## src/rtl/i2c_regs_map.svh

```systemverilog
// Purpose: register offsets, field positions, reset values and limits
// Assumes: byte offsets on an 8-bit APB address
// Notes:   definitions only
`ifndef I2C_REGS_MAP_SVH
`define I2C_REGS_MAP_SVH

`define RAW_STATUS_OFS       8'h34
`define TX_ABORT_CLEAR_OFS   8'h54
`define SLV_TX_DONE_CLR_OFS  8'h58
`define BUSY_CLEAR_OFS       8'h5C
`define STOP_CLEAR_OFS       8'h60
`define START_CLEAR_OFS      8'h64
`define GC_CLEAR_OFS         8'h68
`define ENABLE_OFS           8'h6C
`define STATUS_OFS           8'h70
`define TX_LEVEL_OFS         8'h74
`define RX_LEVEL_OFS         8'h78
`define HOLD_OFS             8'h7C
`define SETUP_OFS            8'h94
`define GC_ACK_OFS           8'h98
`define SLV_MASK_OFS         8'hB0
`define RCV_ADDR_OFS         8'hB4

`define RAW_TX_ABORT_BIT     6
`define RAW_SLV_TX_DONE_BIT  7
`define RAW_BUSY_BIT         8
`define RAW_STOP_BIT         9
`define RAW_START_BIT        10
`define RAW_GC_BIT           11

`define EN_ENABLE_BIT        0
`define EN_ABORT_BIT         1

`define ST_ANY_BUSY_BIT      0
`define ST_TX_ROOM_BIT       1
`define ST_TX_EMPTY_BIT      2
`define ST_RX_NONEMPTY_BIT   3
`define ST_RX_FULL_BIT       4
`define ST_MST_BUSY_BIT      5
`define ST_SLV_BUSY_BIT      6

`define HOLD_RX_MSB          23
`define HOLD_RX_LSB          16
`define HOLD_TX_MSB          15
`define HOLD_TX_LSB          0

`define SETUP_RESET          8'h64
`define SETUP_MIN            8'h02
`define GC_ACK_RESET         1'b1
`define SLV_MASK_RESET       10'h3FF
`define HOLD_RX_RESET        8'h00
`define HOLD_TX_RESET        16'h0000
`define GC_ADDRESS           7'h00
`define ADDR_BITS            4'h8

`endif

```

## src/rtl/i2c_regs_pkg.sv

```systemverilog
// Purpose: shared types of the status, clear and timing register block
// Assumes: nothing beyond the map header
// Notes:   one-hot slave address-phase states
package i2c_regs_pkg;
   typedef enum logic [3:0] {
      SLV_IDLE = 4'b0001,
      SLV_ADDR = 4'b0010,
      SLV_ACK  = 4'b0100,
      SLV_BUSY = 4'b1000
   } slave_state_type;
endpackage

```

## src/rtl/i2c_status_regs.sv

```systemverilog
// Purpose: APB register side of an I2C controller: clear-on-read flags,
//          enable/abort, FIFO and FSM status, levels, SDA timing, addressing
// Assumes: scl/sda pins arrive asynchronously; engine strobes are on clk
// Notes:   FIFO storage lives in the engine; levels are tracked here
`timescale 1ns/1ps
`include "i2c_regs_map.svh"

// Operation
// RULE1: reading slave-transmit-done clear register clears raw bit 7.
// RULE2: busy clear read returns bit 8, clears only when controller idle.
// RULE3: busy flag self-clears when disabled and bus is quiet.
// RULE4: reading stop clear register clears raw bit 9.
// RULE5: reading start clear register clears raw bit 10.
// RULE6: reading general-call clear register clears raw bit 11.
// RULE7: abort set only as master, writing zero cannot clear, reads 1 meanwhile.
// RULE8: abort finishes transfer, issues STOP, flushes TX, flags abort, self-clears.
// RULE9: enable bit 0; when 0 both FIFOs held erased.
// RULE10: status bit 6 slave busy, bit 5 master busy.
// RULE11: status bits 4..1 give rx full, rx nonempty, tx empty, tx room.
// RULE12: status bit 0 is OR of master and slave busy.
// RULE13: receive level bits 1:0 count entries, 0 to 2.
// RULE14: receive SDA hold while SCL high uses hold bits 23:16.
// RULE15: transmit SDA hold after SCL falls uses hold bits 15:0.
// RULE16: setup count bits 7:0 resets 0x64; software keeps it at least 2.
// RULE17: general-call ack bit 1 acknowledges; 0 neither acks nor flags.
// RULE18: mask bit 1 compares own-address bit, 0 ignores; resets all ones.
// RULE19: received slave address captured into read-only bits 9:0.
// RULE20: after abort TX stays flushed, refuses writes until abort clear read.
// RULE21: general-call flag set when general call received and acknowledged.
// RULE22: transmit level register reports TX entry count in two bits.
module i2c_status_regs
   import i2c_regs_pkg::*;
#(
   parameter int FIFO_DEPTH = 2
) (
   // clock and reset
   input  wire logic        clk,
   input  wire logic        resetn,
   // APB slave
   input  wire logic        psel,
   input  wire logic        penable,
   input  wire logic        pwrite,
   input  wire logic [7:0]  paddr,
   input  wire logic [31:0] pwdata,
   output logic      [31:0] prdata,
   output logic             pready,
   output logic             pslverr,
   // I2C pins
   input  wire logic        sclIn,
   input  wire logic        sdaIn,
   output logic             sdaOut,
   output logic             sdaOe,
   // protocol engine
   input  wire logic        masterMode,
   input  wire logic        masterFsmBusy,
   input  wire logic        masterXferDone,
   input  wire logic        slaveTxNack,
   input  wire logic        txPush,
   input  wire logic        txPop,
   input  wire logic        rxPush,
   input  wire logic        rxPop,
   input  wire logic [9:0]  ownSlaveAddress,
   output logic             moduleEnable,
   output logic             abortActive,
   output logic             stopRequest,
   output logic             txFlushed,
   output logic [7:0]       sdaSetupCount
);

   localparam logic [1:0] DEPTH_CNT = 2'(FIFO_DEPTH);

   logic            pready_r, pslverr_r;
   logic [31:0]     prdata_r, readData;
   logic            mapped;
   logic            enable_r, abort_r, stopRequest_r, txFlushed_r;
   logic            slvTxDone_r, busyFlag_r, stopFlag_r, startFlag_r, gcFlag_r, txAbortFlag_r;
   logic [1:0]      txCount_r, rxCount_r;
   logic [7:0]      rxHold_r, setup_r;
   logic [15:0]     txHold_r;
   logic            gcAck_r;
   logic [9:0]      slvMask_r, rcvAddr_r;
   logic            sclMeta_r, sclSync_r, sclPrev_r, sdaMeta_r, sdaSync_r, sdaPrev_r;
   logic [7:0]      sclHighCnt_r;
   logic            sclRise, sclFall, startDet, stopDet, busIdle_r;
   slave_state_type slvState_r;
   logic [3:0]      bitCnt_r;
   logic [7:0]      shift_r;
   logic [15:0]     holdCnt_r;
   logic            holdArm_r, sdaOe_r;
   logic            rdStrobe, wrStrobe, byteDone, isGc, addrMatch, ackIt, slaveBusy;

   function automatic logic hit(input logic [7:0] ofs);
      return paddr == ofs;
   endfunction

   function automatic logic [1:0] level_nxt(input logic [1:0] cnt, input logic inc, input logic dec);
      logic [1:0] res;
      res = cnt;
      if (inc && !dec && cnt < DEPTH_CNT)
         res = cnt + 2'h1;
      else if (dec && !inc && cnt != 2'h0)
         res = cnt - 2'h1;
      return res;
   endfunction

   assign rdStrobe  = psel && penable && !pwrite && !pready_r;
   assign wrStrobe  = psel && penable && pwrite && !pready_r;
   assign slaveBusy = slvState_r != SLV_IDLE;

   // two-stage synchronisers, then edge history
   always_ff @(posedge clk or negedge resetn) begin
      if (!resetn) begin
         sclMeta_r <= 1'b1;
         sclSync_r <= 1'b1;
         sclPrev_r <= 1'b1;
         sdaMeta_r <= 1'b1;
         sdaSync_r <= 1'b1;
         sdaPrev_r <= 1'b1;
      end else begin
         sclMeta_r <= sclIn;
         sclSync_r <= sclMeta_r;
         sclPrev_r <= sclSync_r;
         sdaMeta_r <= sdaIn;
         sdaSync_r <= sdaMeta_r;
         sdaPrev_r <= sdaSync_r;
      end
   end

   assign sclRise = sclSync_r && !sclPrev_r;
   assign sclFall = !sclSync_r && sclPrev_r;

   // RULE14 receive hold qualifier
   // an SDA edge counts as START/STOP only once SCL has been high long enough
   always_ff @(posedge clk or negedge resetn) begin
      if (!resetn)
         sclHighCnt_r <= 8'h00;
      else if (!sclSync_r)
         sclHighCnt_r <= 8'h00;
      else if (sclHighCnt_r != 8'hFF)
         sclHighCnt_r <= sclHighCnt_r + 8'h01;
   end

   assign startDet = sclSync_r && sclPrev_r && sdaPrev_r && !sdaSync_r && sclHighCnt_r >= rxHold_r;
   assign stopDet  = sclSync_r && sclPrev_r && !sdaPrev_r && sdaSync_r && sclHighCnt_r >= rxHold_r;

   always_ff @(posedge clk or negedge resetn) begin
      if (!resetn)
         busIdle_r <= 1'b1;
      else if (startDet)
         busIdle_r <= 1'b0;
      else if (stopDet)
         busIdle_r <= 1'b1;
   end

   // address phase decode
   assign byteDone = slvState_r == SLV_ADDR && bitCnt_r == `ADDR_BITS;
   assign isGc     = shift_r[7:1] == `GC_ADDRESS && !shift_r[0];
   // RULE18 masked compare
   assign addrMatch = ((shift_r[7:1] ^ ownSlaveAddress[6:0]) & slvMask_r[6:0]) == 7'h00;
   // RULE17 general call acked only when enabled by software
   assign ackIt = isGc ? gcAck_r : addrMatch;

   always_ff @(posedge clk or negedge resetn) begin
      if (!resetn) begin
         slvState_r <= SLV_IDLE;
         bitCnt_r   <= 4'h0;
         shift_r    <= 8'h00;
      end else if (!enable_r || stopDet) begin
         slvState_r <= SLV_IDLE;
      end else if (startDet) begin
         slvState_r <= SLV_ADDR;
         bitCnt_r   <= 4'h0;
      end else begin
         unique case (slvState_r)
            SLV_IDLE: ;
            SLV_ADDR: begin
               if (byteDone)
                  slvState_r <= ackIt ? SLV_ACK : SLV_IDLE;
               else if (sclRise) begin
                  shift_r  <= {shift_r[6:0], sdaSync_r};
                  bitCnt_r <= bitCnt_r + 4'h1;
               end
            end
            SLV_ACK: begin
               if (holdArm_r && holdCnt_r == 16'h0000 && sdaOe_r)
                  slvState_r <= SLV_BUSY;
            end
            SLV_BUSY: ;
         endcase
      end
   end

   // RULE15 transmit hold after each SCL fall before SDA moves
   always_ff @(posedge clk or negedge resetn) begin
      if (!resetn) begin
         holdArm_r <= 1'b0;
         holdCnt_r <= 16'h0000;
         sdaOe_r   <= 1'b0;
      end else if (slvState_r != SLV_ACK) begin
         holdArm_r <= 1'b0;
         sdaOe_r   <= 1'b0;
      end else if (sclFall) begin
         holdArm_r <= 1'b1;
         holdCnt_r <= txHold_r;
      end else if (holdArm_r) begin
         if (holdCnt_r == 16'h0000) begin
            holdArm_r <= 1'b0;
            sdaOe_r   <= !sdaOe_r;
         end else
            holdCnt_r <= holdCnt_r - 16'h0001;
      end
   end

   // RULE19 capture received address
   always_ff @(posedge clk or negedge resetn) begin
      if (!resetn)
         rcvAddr_r <= 10'h000;
      else if (byteDone)
         rcvAddr_r <= {3'b000, shift_r[7:1]};
   end

   // APB writes
   always_ff @(posedge clk or negedge resetn) begin
      if (!resetn) begin
         enable_r  <= 1'b0;
         rxHold_r  <= `HOLD_RX_RESET;
         txHold_r  <= `HOLD_TX_RESET;
         setup_r   <= `SETUP_RESET;
         gcAck_r   <= `GC_ACK_RESET;
         slvMask_r <= `SLV_MASK_RESET;
      end else if (wrStrobe) begin
         if (hit(`ENABLE_OFS))
            enable_r <= pwdata[`EN_ENABLE_BIT];
         if (hit(`HOLD_OFS)) begin
            rxHold_r <= pwdata[`HOLD_RX_MSB:`HOLD_RX_LSB];
            txHold_r <= pwdata[`HOLD_TX_MSB:`HOLD_TX_LSB];
         end
         // RULE16 values below the minimum are raised to it
         if (hit(`SETUP_OFS))
            setup_r <= (pwdata[7:0] < `SETUP_MIN) ? `SETUP_MIN : pwdata[7:0];
         if (hit(`GC_ACK_OFS))
            gcAck_r <= pwdata[0];
         if (hit(`SLV_MASK_OFS))
            slvMask_r <= pwdata[9:0];
      end
   end

   // RULE7 abort: set as master only, cleared by hardware alone
   // RULE8 completion: STOP, flush, flag, release
   always_ff @(posedge clk or negedge resetn) begin
      if (!resetn) begin
         abort_r       <= 1'b0;
         stopRequest_r <= 1'b0;
      end else begin
         stopRequest_r <= 1'b0;
         if (abort_r && (masterXferDone || !masterFsmBusy)) begin
            abort_r       <= 1'b0;
            stopRequest_r <= 1'b1;
         end else if (wrStrobe && hit(`ENABLE_OFS) && pwdata[`EN_ABORT_BIT] && masterMode && enable_r)
            abort_r <= 1'b1;
      end
   end

   // RULE20 flushed TX refuses pushes until abort clear read
   always_ff @(posedge clk or negedge resetn) begin
      if (!resetn)
         txFlushed_r <= 1'b0;
      else if (abort_r && (masterXferDone || !masterFsmBusy))
         txFlushed_r <= 1'b1;
      else if (rdStrobe && hit(`TX_ABORT_CLEAR_OFS))
         txFlushed_r <= 1'b0;
   end

   // RULE9 erased while disabled
   // RULE13 receive level 0..2
   // RULE22 transmit level
   always_ff @(posedge clk or negedge resetn) begin
      if (!resetn) begin
         txCount_r <= 2'h0;
         rxCount_r <= 2'h0;
      end else if (!enable_r) begin
         txCount_r <= 2'h0;
         rxCount_r <= 2'h0;
      end else begin
         txCount_r <= (txFlushed_r || stopRequest_r) ? 2'h0 : level_nxt(txCount_r, txPush, txPop);
         rxCount_r <= level_nxt(rxCount_r, rxPush, rxPop);
      end
   end

   // sticky raw flags; a new event beats a clearing read in the same cycle
   always_ff @(posedge clk or negedge resetn) begin
      if (!resetn) begin
         slvTxDone_r   <= 1'b0;
         stopFlag_r    <= 1'b0;
         startFlag_r   <= 1'b0;
         gcFlag_r      <= 1'b0;
         txAbortFlag_r <= 1'b0;
      end else begin
         // RULE1 slave transmit done
         if (slaveTxNack)
            slvTxDone_r <= 1'b1;
         else if (rdStrobe && hit(`SLV_TX_DONE_CLR_OFS))
            slvTxDone_r <= 1'b0;
         // RULE4 stop flag
         if (stopDet)
            stopFlag_r <= 1'b1;
         else if (rdStrobe && hit(`STOP_CLEAR_OFS))
            stopFlag_r <= 1'b0;
         // RULE5 start flag
         if (startDet)
            startFlag_r <= 1'b1;
         else if (rdStrobe && hit(`START_CLEAR_OFS))
            startFlag_r <= 1'b0;
         // RULE21 general call acknowledged
         // RULE6 cleared by read or by disable
         if (byteDone && isGc && gcAck_r && enable_r)
            gcFlag_r <= 1'b1;
         else if (!enable_r || (rdStrobe && hit(`GC_CLEAR_OFS)))
            gcFlag_r <= 1'b0;
         if (abort_r && (masterXferDone || !masterFsmBusy))
            txAbortFlag_r <= 1'b1;
         else if (rdStrobe && hit(`TX_ABORT_CLEAR_OFS))
            txAbortFlag_r <= 1'b0;
      end
   end

   // RULE2 busy flag cleared by read only once idle
   // RULE3 hardware clear when disabled and bus quiet
   always_ff @(posedge clk or negedge resetn) begin
      if (!resetn)
         busyFlag_r <= 1'b0;
      else if (masterFsmBusy || slaveBusy || (enable_r && startDet))
         busyFlag_r <= 1'b1;
      else if (rdStrobe && hit(`BUSY_CLEAR_OFS))
         busyFlag_r <= 1'b0;
      else if (!enable_r && busIdle_r)
         busyFlag_r <= 1'b0;
   end

   // read mux
   always_comb begin
      readData = 32'h0000_0000;
      mapped   = 1'b1;
      unique case (paddr)
         `RAW_STATUS_OFS: begin
            readData[`RAW_TX_ABORT_BIT]    = txAbortFlag_r;
            readData[`RAW_SLV_TX_DONE_BIT] = slvTxDone_r;
            readData[`RAW_BUSY_BIT]        = busyFlag_r;
            readData[`RAW_STOP_BIT]        = stopFlag_r;
            readData[`RAW_START_BIT]       = startFlag_r;
            readData[`RAW_GC_BIT]          = gcFlag_r;
         end
         `TX_ABORT_CLEAR_OFS:  readData[0] = txAbortFlag_r;
         `SLV_TX_DONE_CLR_OFS: readData[0] = slvTxDone_r;
         `BUSY_CLEAR_OFS:      readData[0] = busyFlag_r;
         `STOP_CLEAR_OFS:      readData[0] = stopFlag_r;
         `START_CLEAR_OFS:     readData[0] = startFlag_r;
         `GC_CLEAR_OFS:        readData[0] = gcFlag_r;
         `ENABLE_OFS: begin
            readData[`EN_ENABLE_BIT] = enable_r;
            readData[`EN_ABORT_BIT]  = abort_r;
         end
         // RULE10 FSM activity
         // RULE11 FIFO conditions
         // RULE12 combined activity
         `STATUS_OFS: begin
            readData[`ST_SLV_BUSY_BIT]    = slaveBusy;
            readData[`ST_MST_BUSY_BIT]    = masterFsmBusy;
            readData[`ST_RX_FULL_BIT]     = rxCount_r == DEPTH_CNT;
            readData[`ST_RX_NONEMPTY_BIT] = rxCount_r != 2'h0;
            readData[`ST_TX_EMPTY_BIT]    = txCount_r == 2'h0;
            readData[`ST_TX_ROOM_BIT]     = txCount_r != DEPTH_CNT;
            readData[`ST_ANY_BUSY_BIT]    = slaveBusy || masterFsmBusy;
         end
         `TX_LEVEL_OFS: readData[1:0] = txCount_r;
         `RX_LEVEL_OFS: readData[1:0] = rxCount_r;
         `HOLD_OFS: begin
            readData[`HOLD_RX_MSB:`HOLD_RX_LSB] = rxHold_r;
            readData[`HOLD_TX_MSB:`HOLD_TX_LSB] = txHold_r;
         end
         `SETUP_OFS:    readData[7:0] = setup_r;
         `GC_ACK_OFS:   readData[0]   = gcAck_r;
         `SLV_MASK_OFS: readData[9:0] = slvMask_r;
         `RCV_ADDR_OFS: readData[9:0] = rcvAddr_r;
         default:       mapped = 1'b0;
      endcase
   end

   // one wait state keeps every APB output registered
   always_ff @(posedge clk or negedge resetn) begin
      if (!resetn) begin
         pready_r  <= 1'b0;
         pslverr_r <= 1'b0;
         prdata_r  <= 32'h0000_0000;
      end else if (psel && penable && !pready_r) begin
         pready_r  <= 1'b1;
         pslverr_r <= !mapped;
         prdata_r  <= pwrite ? 32'h0000_0000 : readData;
      end else begin
         pready_r  <= 1'b0;
         pslverr_r <= 1'b0;
      end
   end

   assign prdata        = prdata_r;
   assign pready        = pready_r;
   assign pslverr       = pslverr_r;
   assign sdaOut        = 1'b0;
   assign sdaOe         = sdaOe_r;
   assign moduleEnable  = enable_r;
   assign abortActive   = abort_r;
   assign stopRequest   = stopRequest_r;
   assign txFlushed     = txFlushed_r;
   assign sdaSetupCount = setup_r;
endmodule

```

## config.mk

```make
export PLATFORM = sky130hd
export DESIGN_NAME = i2c_status_regs
export DESIGN_NICKNAME = d
export VERILOG_FILES = /design/src/rtl/i2c_regs_pkg.sv /design/src/rtl/i2c_status_regs.sv
export VERILOG_INCLUDE_DIRS = /design/src /design/src/rtl
export SDC_FILE = /design/constraint.sdc
export NUM_CORES = 1
export LEC_CHECK = 0
export ABC_AREA = 1
export BUFFER_PORTS_ARGS = -buffer_cell sky130_fd_sc_hd__buf_2
export CAP_MARGIN = 10
export CORE_UTILIZATION = 53
export CTS_BUF_LIST = sky130_fd_sc_hd__clkbuf_2 sky130_fd_sc_hd__clkbuf_4 sky130_fd_sc_hd__clkbuf_8
export DETAILED_ROUTE_END_ITERATION = 16
export GPL_ROUTABILITY_DRIVEN = 0
export PLACE_DENSITY = 0.78
export SKIP_CTS_REPAIR_TIMING = 1
export SLEW_MARGIN = 20
export SYNTH_ARGS = -nofsm -noshare
export SYNTH_HDL_FRONTEND = slang
export SYNTH_SLANG_ARGS = --single-unit
```

## constraint.sdc

```tcl
create_clock -name clk -period 1.9 [get_ports clk]
set_clock_uncertainty 0.2 [all_clocks]
set_input_delay 0.19 -clock clk [delete_from_list [all_inputs] [get_ports clk]]
set_output_delay 0.19 -clock clk [all_outputs]
set_load 0.1 [all_outputs]
```

==> results of run 1 <==
per-layer routing:
metal	part of all wire	global-route usage	wire length, um	up-vias
li1	-	-	-	3334
met4	0.032	0.118	670	0
met2	0.50	0.484	10500	323
met1	0.40	0.379	8520	3385
met5	0	0	0	-
met3	0.064	0.0589	1350	57
path summary, 6_finish.rpt:
kind,start,endpoint,slack [ns],cells after the start
setup / recovery,sclHighCnt_r[3]$_DFFE_PN0P_,slvState_r[1]$_DFFE_PN0P_,-0.16,13
hold / removal,txPop,txCount_r[1]$_DFFE_PN0P_,-0.03,4
setup reg to reg,sclHighCnt_r[3]$_DFFE_PN0P_,slvState_r[1]$_DFFE_PN0P_,-0.16,13
hold reg to reg,sclMeta_r$_DFF_PN1_,sclSync_r$_DFF_PN1_,0.16,0
max in group asynchronous,resetn,slvState_r[0]$_DFFE_PN1P_,0.89,3
min in group asynchronous,resetn,holdCnt_r[8]$_DFFE_PN0P_,0,2
power groups by stage:
stage	sequential (W)	combinational, W	clock [W]
after global placement	0.00344	0.00207	0
after CTS	0.00340	0.00215	0.00271
final	0.00342	0.00268	0.00270
after detailed placement	0.00345	0.00212	0
after global routing	0.00345	0.00293	0.00284
after floorplan	0.00350	0.00119	0
synth_stat cells, types with 4 or more instances:
cell      number  area (um2)
nand2_1      214         803
dfrtp_1      116        2900
inv_1        110         413
o21ai_0       74         370
nor2_1        68         255
nand3_1       54         270
o21ai_1       37         185
a21oi_1       30         150
dfstp_2       22         578
nor3_1        15        75.1
ha_1          13         163
inv_2         13        48.8
nand4_1       13        81.3
buf_4         12        90.1
o21ai_2       10        87.6
nor2_2         8        50.1
nand2_2        7        43.8
nor2_4         7        78.8
buf_2          6        30.0
buf_6          6        67.6
clkbuf_1       6        22.5
xor2_1         6        52.6
nand3b_1       5        37.5
o22ai_1        5        31.3
o211ai_1       4        30.0
o211ai_2       4        50.1
or2_2          4        25.0
cell type report:
cell class,count,area [um2],share of cell area
Tap cell,176,220,0.0230
Timing Repair Buffer,211,1570,0.164
Multi-Input combinational cell,618,3380,0.353
Inverter,123,467,0.0487
Sequential cell,138,3490,0.364
Clock inverter,11,168,0.0175
Clock buffer,21,283,0.0295
sequential cells by signal, indices dropped and copies added, names as in the netlist, 2 cells and up:
register and flops:
shift_r 8, rxHold_r 8, txHold_r 16, rcvAddr_r 7, sdaSetupCount 8, sclHighCnt_r 8, slvMask_r 10, txCount_r 2
rxCount_r 2, slvState_r 4, bitCnt_r 4, prdata 24, holdCnt_r 16
worst max-delay path: cells and delay by family, from the launching register on:
family	cells	cell delay [ns]
buffers and inverters	1	0.15
DFF	1	0.43
and+or+nand+nor	11	0.87
adders and majority gates	1	0.30
stage by stage:
stage               instances  setup slack (ns)  utilization
floorplan                 909           -0.0320            -
global placement         1221            -0.153        0.633
detailed placement       1221            -0.265        0.633
CTS                      1253            -0.281        0.667
global route             1298            -0.310        0.720
finish                   1298            -0.163        0.720
logic make-up (layout without fill, tap and decap cells):
kind of cell               after synthesis  after routing  synth area share
and+or+nand+nor                        406            406             0.251
AOI/OAI and AO/OA                      181            181             0.143
buffers and inverters                  153            366            0.0924
DFF                                    138            138             0.479
adders and majority gates               13             13            0.0224
xor gates and xnor gates                 7              7           0.00843
muxes                                    2              2           0.00344
other                                    1              9          0.000516
==> key figures, run 1 <==
Clock network
  • Clock Path Buffers: 2
  • Clock slew seen by the registers of the worst setup and hold paths: 0.08 ns
  • H-tree levels: 4
  • Total CTS buffers: 17
  • Clock Latency Late Sink: 0.46 ns
  • Clock root buffer: clkbuf_8
  • CTS tree: done
  • CTS sink count: ~140

Pwr
  • Combinational share of power: 0.304
  • Sequential Power Share: 0.389
  • Internal: 0.00588 W
  • Sw power: 0.00291 W
  • Final total power: 0.00880 W
  • Max rail drop VDD: ~0.46 mV
  • Leak Pwr: 4.78 nW
  • Sw frac: 0.331
  • Clock power share: 0.306
  • Cell Pwr Density: approximately 920 nW/um2

Timing
  • Final Max Slew Viols: 0
  • Fin Hold WS: -0.0265 ns
  • Final Hold Fails: 3
  • Maximum clock frequency: 485 MHz
  • Setup TNS: -2.36 ns
  • # setup viols final: 17
  • PnR worst setup slack: -0.163 ns
  • Final Critical Period: approximately 2.1 ns
  • Final period util: 1.09
  • RSZ-0062 raised after global routing: yes

Yosys
  • Ys Warns: 0
  • Synth Register Bits: 138
  • Synth cell types: 46
  • EDFF count, synth: 0
  • Sequential cell area fraction in the yosys report: 0.479
  • Post-Synthesis Cell Area: about 7300 um2
  • Syn Area/Cell: 8.07 um2
  • Cell count after synthesis: 901
  • Post-synth ARST share: 1.00
  • Most common flop cell mapped by yosys: dfrtp_1

Floorplan
  • Die H: 119 um
  • Cell row count: 42
  • Overall die area: between 10000 and 15000 um2
  • Core area: 13300 um2
  • I/O pin total: 113
  • Initial Utilization: 0.547
  • Die Width: 119 um

Routing
  • Via count: 7099
  • DR DRC count: 0
  • Vias per cell: 5.47
  • Antenna Nets Post-Route: 0
  • Per-cell routed wire length: 16.2 um
  • Drt pass-1 iters: 5
  • DRT iter0 DRCs: 634
  • Routed WL: roughly 21000 um

Global route
  • Largest net degree at the start of global routing: 38
  • All-Layer GR Usage: 0.294
  • First-pass GRT wire length: 32100 um
  • Initial antenna violation count: 0
  • Vias in the first global route: 6610
  • Overflow after GRT: 0

Final layout
  • Design Area, Final: 9580 um2
  • Antenna diodes: 0
  • Fillcell total: 990
  • Most common cell after layout, fill and taps aside: nand2_1
  • Synth-to-layout area growth: 31.7%
  • Most frequent cells in the layout: nand2_1, dfrtp_1, inv_1, buf_2, buf_4
  • Nets: 1187
  • Layout cells sized above 1: 0.307

Setup path
  • Worst path max stage delay: roughly 0.43 ns
  • Crit path cell chain: ha_4 -> nand2_2 -> nor2_1 -> nor2_1 -> nand2_1 -> nand2_1 -> nand2_2 -> nand2_4 -> buf_4 -> nand3_1 -> nand3_2 -> nand2_1 -> nand2_1
  • Most frequent CP cell: nand2_1
  • Worst path required time: 2.05 ns
  • Crit path max fanout: 6
  • Critical Path AT: 2.22 ns
  • Slowest cell on crit path: dfrtp_1
  • Crit end category: flop
  • Setup crit start kind: flop
  • Setup CP Type: reg2reg

Outcome
  • Violated checks: hold timing, setup timing
  • Run status: finished with violations

Worst hold path
  • Worst Hold Class: in2reg

Placement
  • Dpl hpwl: 14500 um
  • PortBufs: 92
  • DP Area: 8420 um2

Run
  • Maxcap violations: 0
No activity file was read; power rests on OpenSTA's default activity.
==> inputs of run 2 (changes only) <==
--- a/config.mk
+++ b/config.mk
@@ -13,6 +13,7 @@
 export CTS_BUF_LIST = sky130_fd_sc_hd__clkbuf_2 sky130_fd_sc_hd__clkbuf_4 sky130_fd_sc_hd__clkbuf_8
 export DETAILED_ROUTE_END_ITERATION = 16
 export GPL_ROUTABILITY_DRIVEN = 0
+export HOLD_SLACK_MARGIN = 0.06
 export PLACE_DENSITY = 0.78
 export SKIP_CTS_REPAIR_TIMING = 1
 export SLEW_MARGIN = 20
==> key figures, run 2 (synthesis results as in run 1) <==
Routing
  • DR DRC count: 0 (unchanged)
  • Routed WL: 21200 um (+0.69%)
  • Antenna Nets Post-Route: 0 (unchanged)
  • DRT iter0 DRCs: 684 (+7.9%)
  • Per-cell routed wire length: 16.3 um (+0.46%)
  • Via count: 7146 (+0.66%)
  • Drt pass-1 iters: 5 (unchanged)
  • Vias per cell: 5.49 (+0.43%)

Floorplan
  • Cell row count: 42 (unchanged)
  • Die Width: 119 um (unchanged)
  • Die H: 119 um (unchanged)
  • Overall die area: 14200 um2 (unchanged)
  • I/O pin total: 113 (unchanged)
  • Core area: 13300 um2 (unchanged)
  • Initial Utilization: 0.547 (unchanged)

Global route
  • Overflow after GRT: 0 (unchanged)
  • All-Layer GR Usage: 0.294 (unchanged)
  • First-pass GRT wire length: 32100 um (unchanged)
  • Vias in the first global route: 6610 (unchanged)
  • Initial antenna violation count: 0 (unchanged)
  • Largest net degree at the start of global routing: 38 (unchanged)

Pwr
  • Sequential Power Share: 0.389 (about the same)
  • Leak Pwr: 4.80 nW (+0.37%)
  • Sw frac: 0.331 (about the same)
  • Sw power: 0.00292 W (about the same)
  • Final total power: 0.00881 W (+0.10%)
  • Combinational share of power: 0.305 (about the same)
  • Max rail drop VDD: 0.459 mV (about the same)
  • Clock power share: 0.306 (about the same)
  • Cell Pwr Density: 916 nW/um2 (-0.31%)
  • Internal: 0.00589 W (+0.12%)

Worst hold path
  • Worst Hold Class: in2reg

Clock network
  • Clock root buffer: clkbuf_8
  • CTS tree: done
  • H-tree levels: 4 (unchanged)
  • Total CTS buffers: 17 (unchanged)
  • Clock slew seen by the registers of the worst setup and hold paths: 0.08 ns (about the same)
  • Clock Path Buffers: 2 (unchanged)
  • Clock Latency Late Sink: 0.46 ns (about the same)
  • CTS sink count: 138 (unchanged)

Placement
  • Dpl hpwl: 14500 um (unchanged)
  • PortBufs: 92 (unchanged)

Timing
  • PnR worst setup slack: -0.163 ns (+0.000311 ns)
  • RSZ-0062 raised after global routing: yes
  • # setup viols final: 17 (unchanged)
  • Setup TNS: -2.39 ns (-0.0248 ns)
  • Final period util: 1.09 (about the same)
  • Maximum clock frequency: 485 MHz (about the same)
  • Final Max Slew Viols: 0 (unchanged)
  • Final Critical Period: 2.06 ns (-0.000311 ns)
  • Final Hold Fails: 0 (-3)

Outcome
  • Violated checks: setup timing
  • Run status: finished with violations

Final layout
  • Layout cells sized above 1: 0.307 (about the same)
  • Synth-to-layout area growth: 32.3%
  • Antenna diodes: 0 (unchanged)
  • Most common cell after layout, fill and taps aside: nand2_1
  • Most frequent cells in the layout: nand2_1, dfrtp_1, inv_1, buf_2, buf_4
  • Fillcell total: 986 (-0.40%)
  • Nets: 1190 (+0.25%)
  • Max FFs per register: 24 (unchanged)

Setup path
  • Setup crit start kind: flop
  • Buf+Inv Stages, Crit Path: 1 (unchanged)
  • Critical Path AT: 2.22 ns (about the same)
  • Worst path required time: 2.06 ns (about the same)
  • Crit path cell chain: ha_4 -> nand2_2 -> nor2_1 -> nor2_1 -> nand2_1 -> nand2_1 -> nand2_2 -> nand2_4 -> buf_4 -> nand3_1 -> nand3_2 -> nand2_1 -> nand2_1
  • Crit path max fanout: 6 (unchanged)
  • Most frequent CP cell: nand2_1
  • Setup CP Type: reg2reg
  • R2R setup slack: -0.16 ns (about the same)
  • Delay-heaviest family, CP: simple AND/OR/NAND/NOR gates
  • Worst path max stage delay: 0.43 ns (about the same)
  • Slowest cell on crit path: dfrtp_1
  • Crit end category: flop

Run
  • Maxcap violations: 0 (unchanged)
==> run 2: cell count changes in the layout (fill, tap and decap cells not counted) <==
cell	before	now
buf_12	7	8
dlygate4sd3_1	34	36
==> run 2: worst paths after layout <==
kind / depth (start not counted) / to / startpoint
worst max-delay path: 13 / slvState_r[1]$_DFFE_PN0P_ / sclHighCnt_r[3]$_DFFE_PN0P_
worst min-delay path: 6 / rxCount_r[1]$_DFFE_PN0P_ / rxPop
worst max register to register: 13 / slvState_r[1]$_DFFE_PN0P_ / sclHighCnt_r[3]$_DFFE_PN0P_
worst min register to register: 0 / sclSync_r$_DFF_PN1_ / sclMeta_r$_DFF_PN1_
max in group asynchronous: 3 / busIdle_r$_DFFE_PN1P_ / resetn
min in group asynchronous: 2 / slvMask_r[7]$_DFFE_PN1P_ / resetn
==> run 2: cell type report <==
cell class                 count  area, um2  share of cell area
multi-input combinational    618       3380               0.351
tap                          176        220              0.0229
clock buffer                  21        283              0.0294
timing repair buffer         214       1610               0.168
sequential                   138       3490               0.363
clock inverter                11        168              0.0174
inverter                     123        467              0.0485
==> run 2: routing by layer <==
metal	global-route usage	wire length, um
met1	0.379	8510
met2	0.484	10500
met3	0.0589	1530
met4	0.118	705
met5	0	0
==> run 2: power by group through the flow <==
stage	logic [W]	registers, W	clock network, W
5_1_grt	0.00294	0.00345	0.00284
3_3_place_gp	0.00207	0.00344	0
6_report	0.00269	0.00342	0.00270
4_1_cts	0.00215	0.00340	0.00271
3_5_place_dp	0.00212	0.00345	0
2_1_floorplan	0.00119	0.00350	0
==> run 2: worst min-delay path, delay by kind of cell <==
kind                   cells  cell delay, ns
AOI/OAI and AO/OA          1            0.08
buffers and inverters      2            0.12
and+or+nand+nor            3            0.24
==> run 2: metrics by stage <==
| step | hold slack [ns] | setup slack (ns) | instances | utilization | cell area, um2 |
|---|---|---|---|---|---|
| 3_3_place_gp | -0.0759 | -0.153 | 1221 | 0.633 | 8420 |
| 3_5_place_dp | -0.0731 | -0.265 | 1221 | 0.633 | 8420 |
| 2_1_floorplan | -0.306 | -0.0320 | 909 | - | 7310 |
| 6_report | 0.0269 | -0.163 | 1301 | 0.724 | 9620 |
| 4_1_cts | -0.569 | -0.281 | 1253 | 0.667 | 8870 |
| 5_1_grt | 0.0839 | -0.307 | 1301 | 0.724 | 9620 |
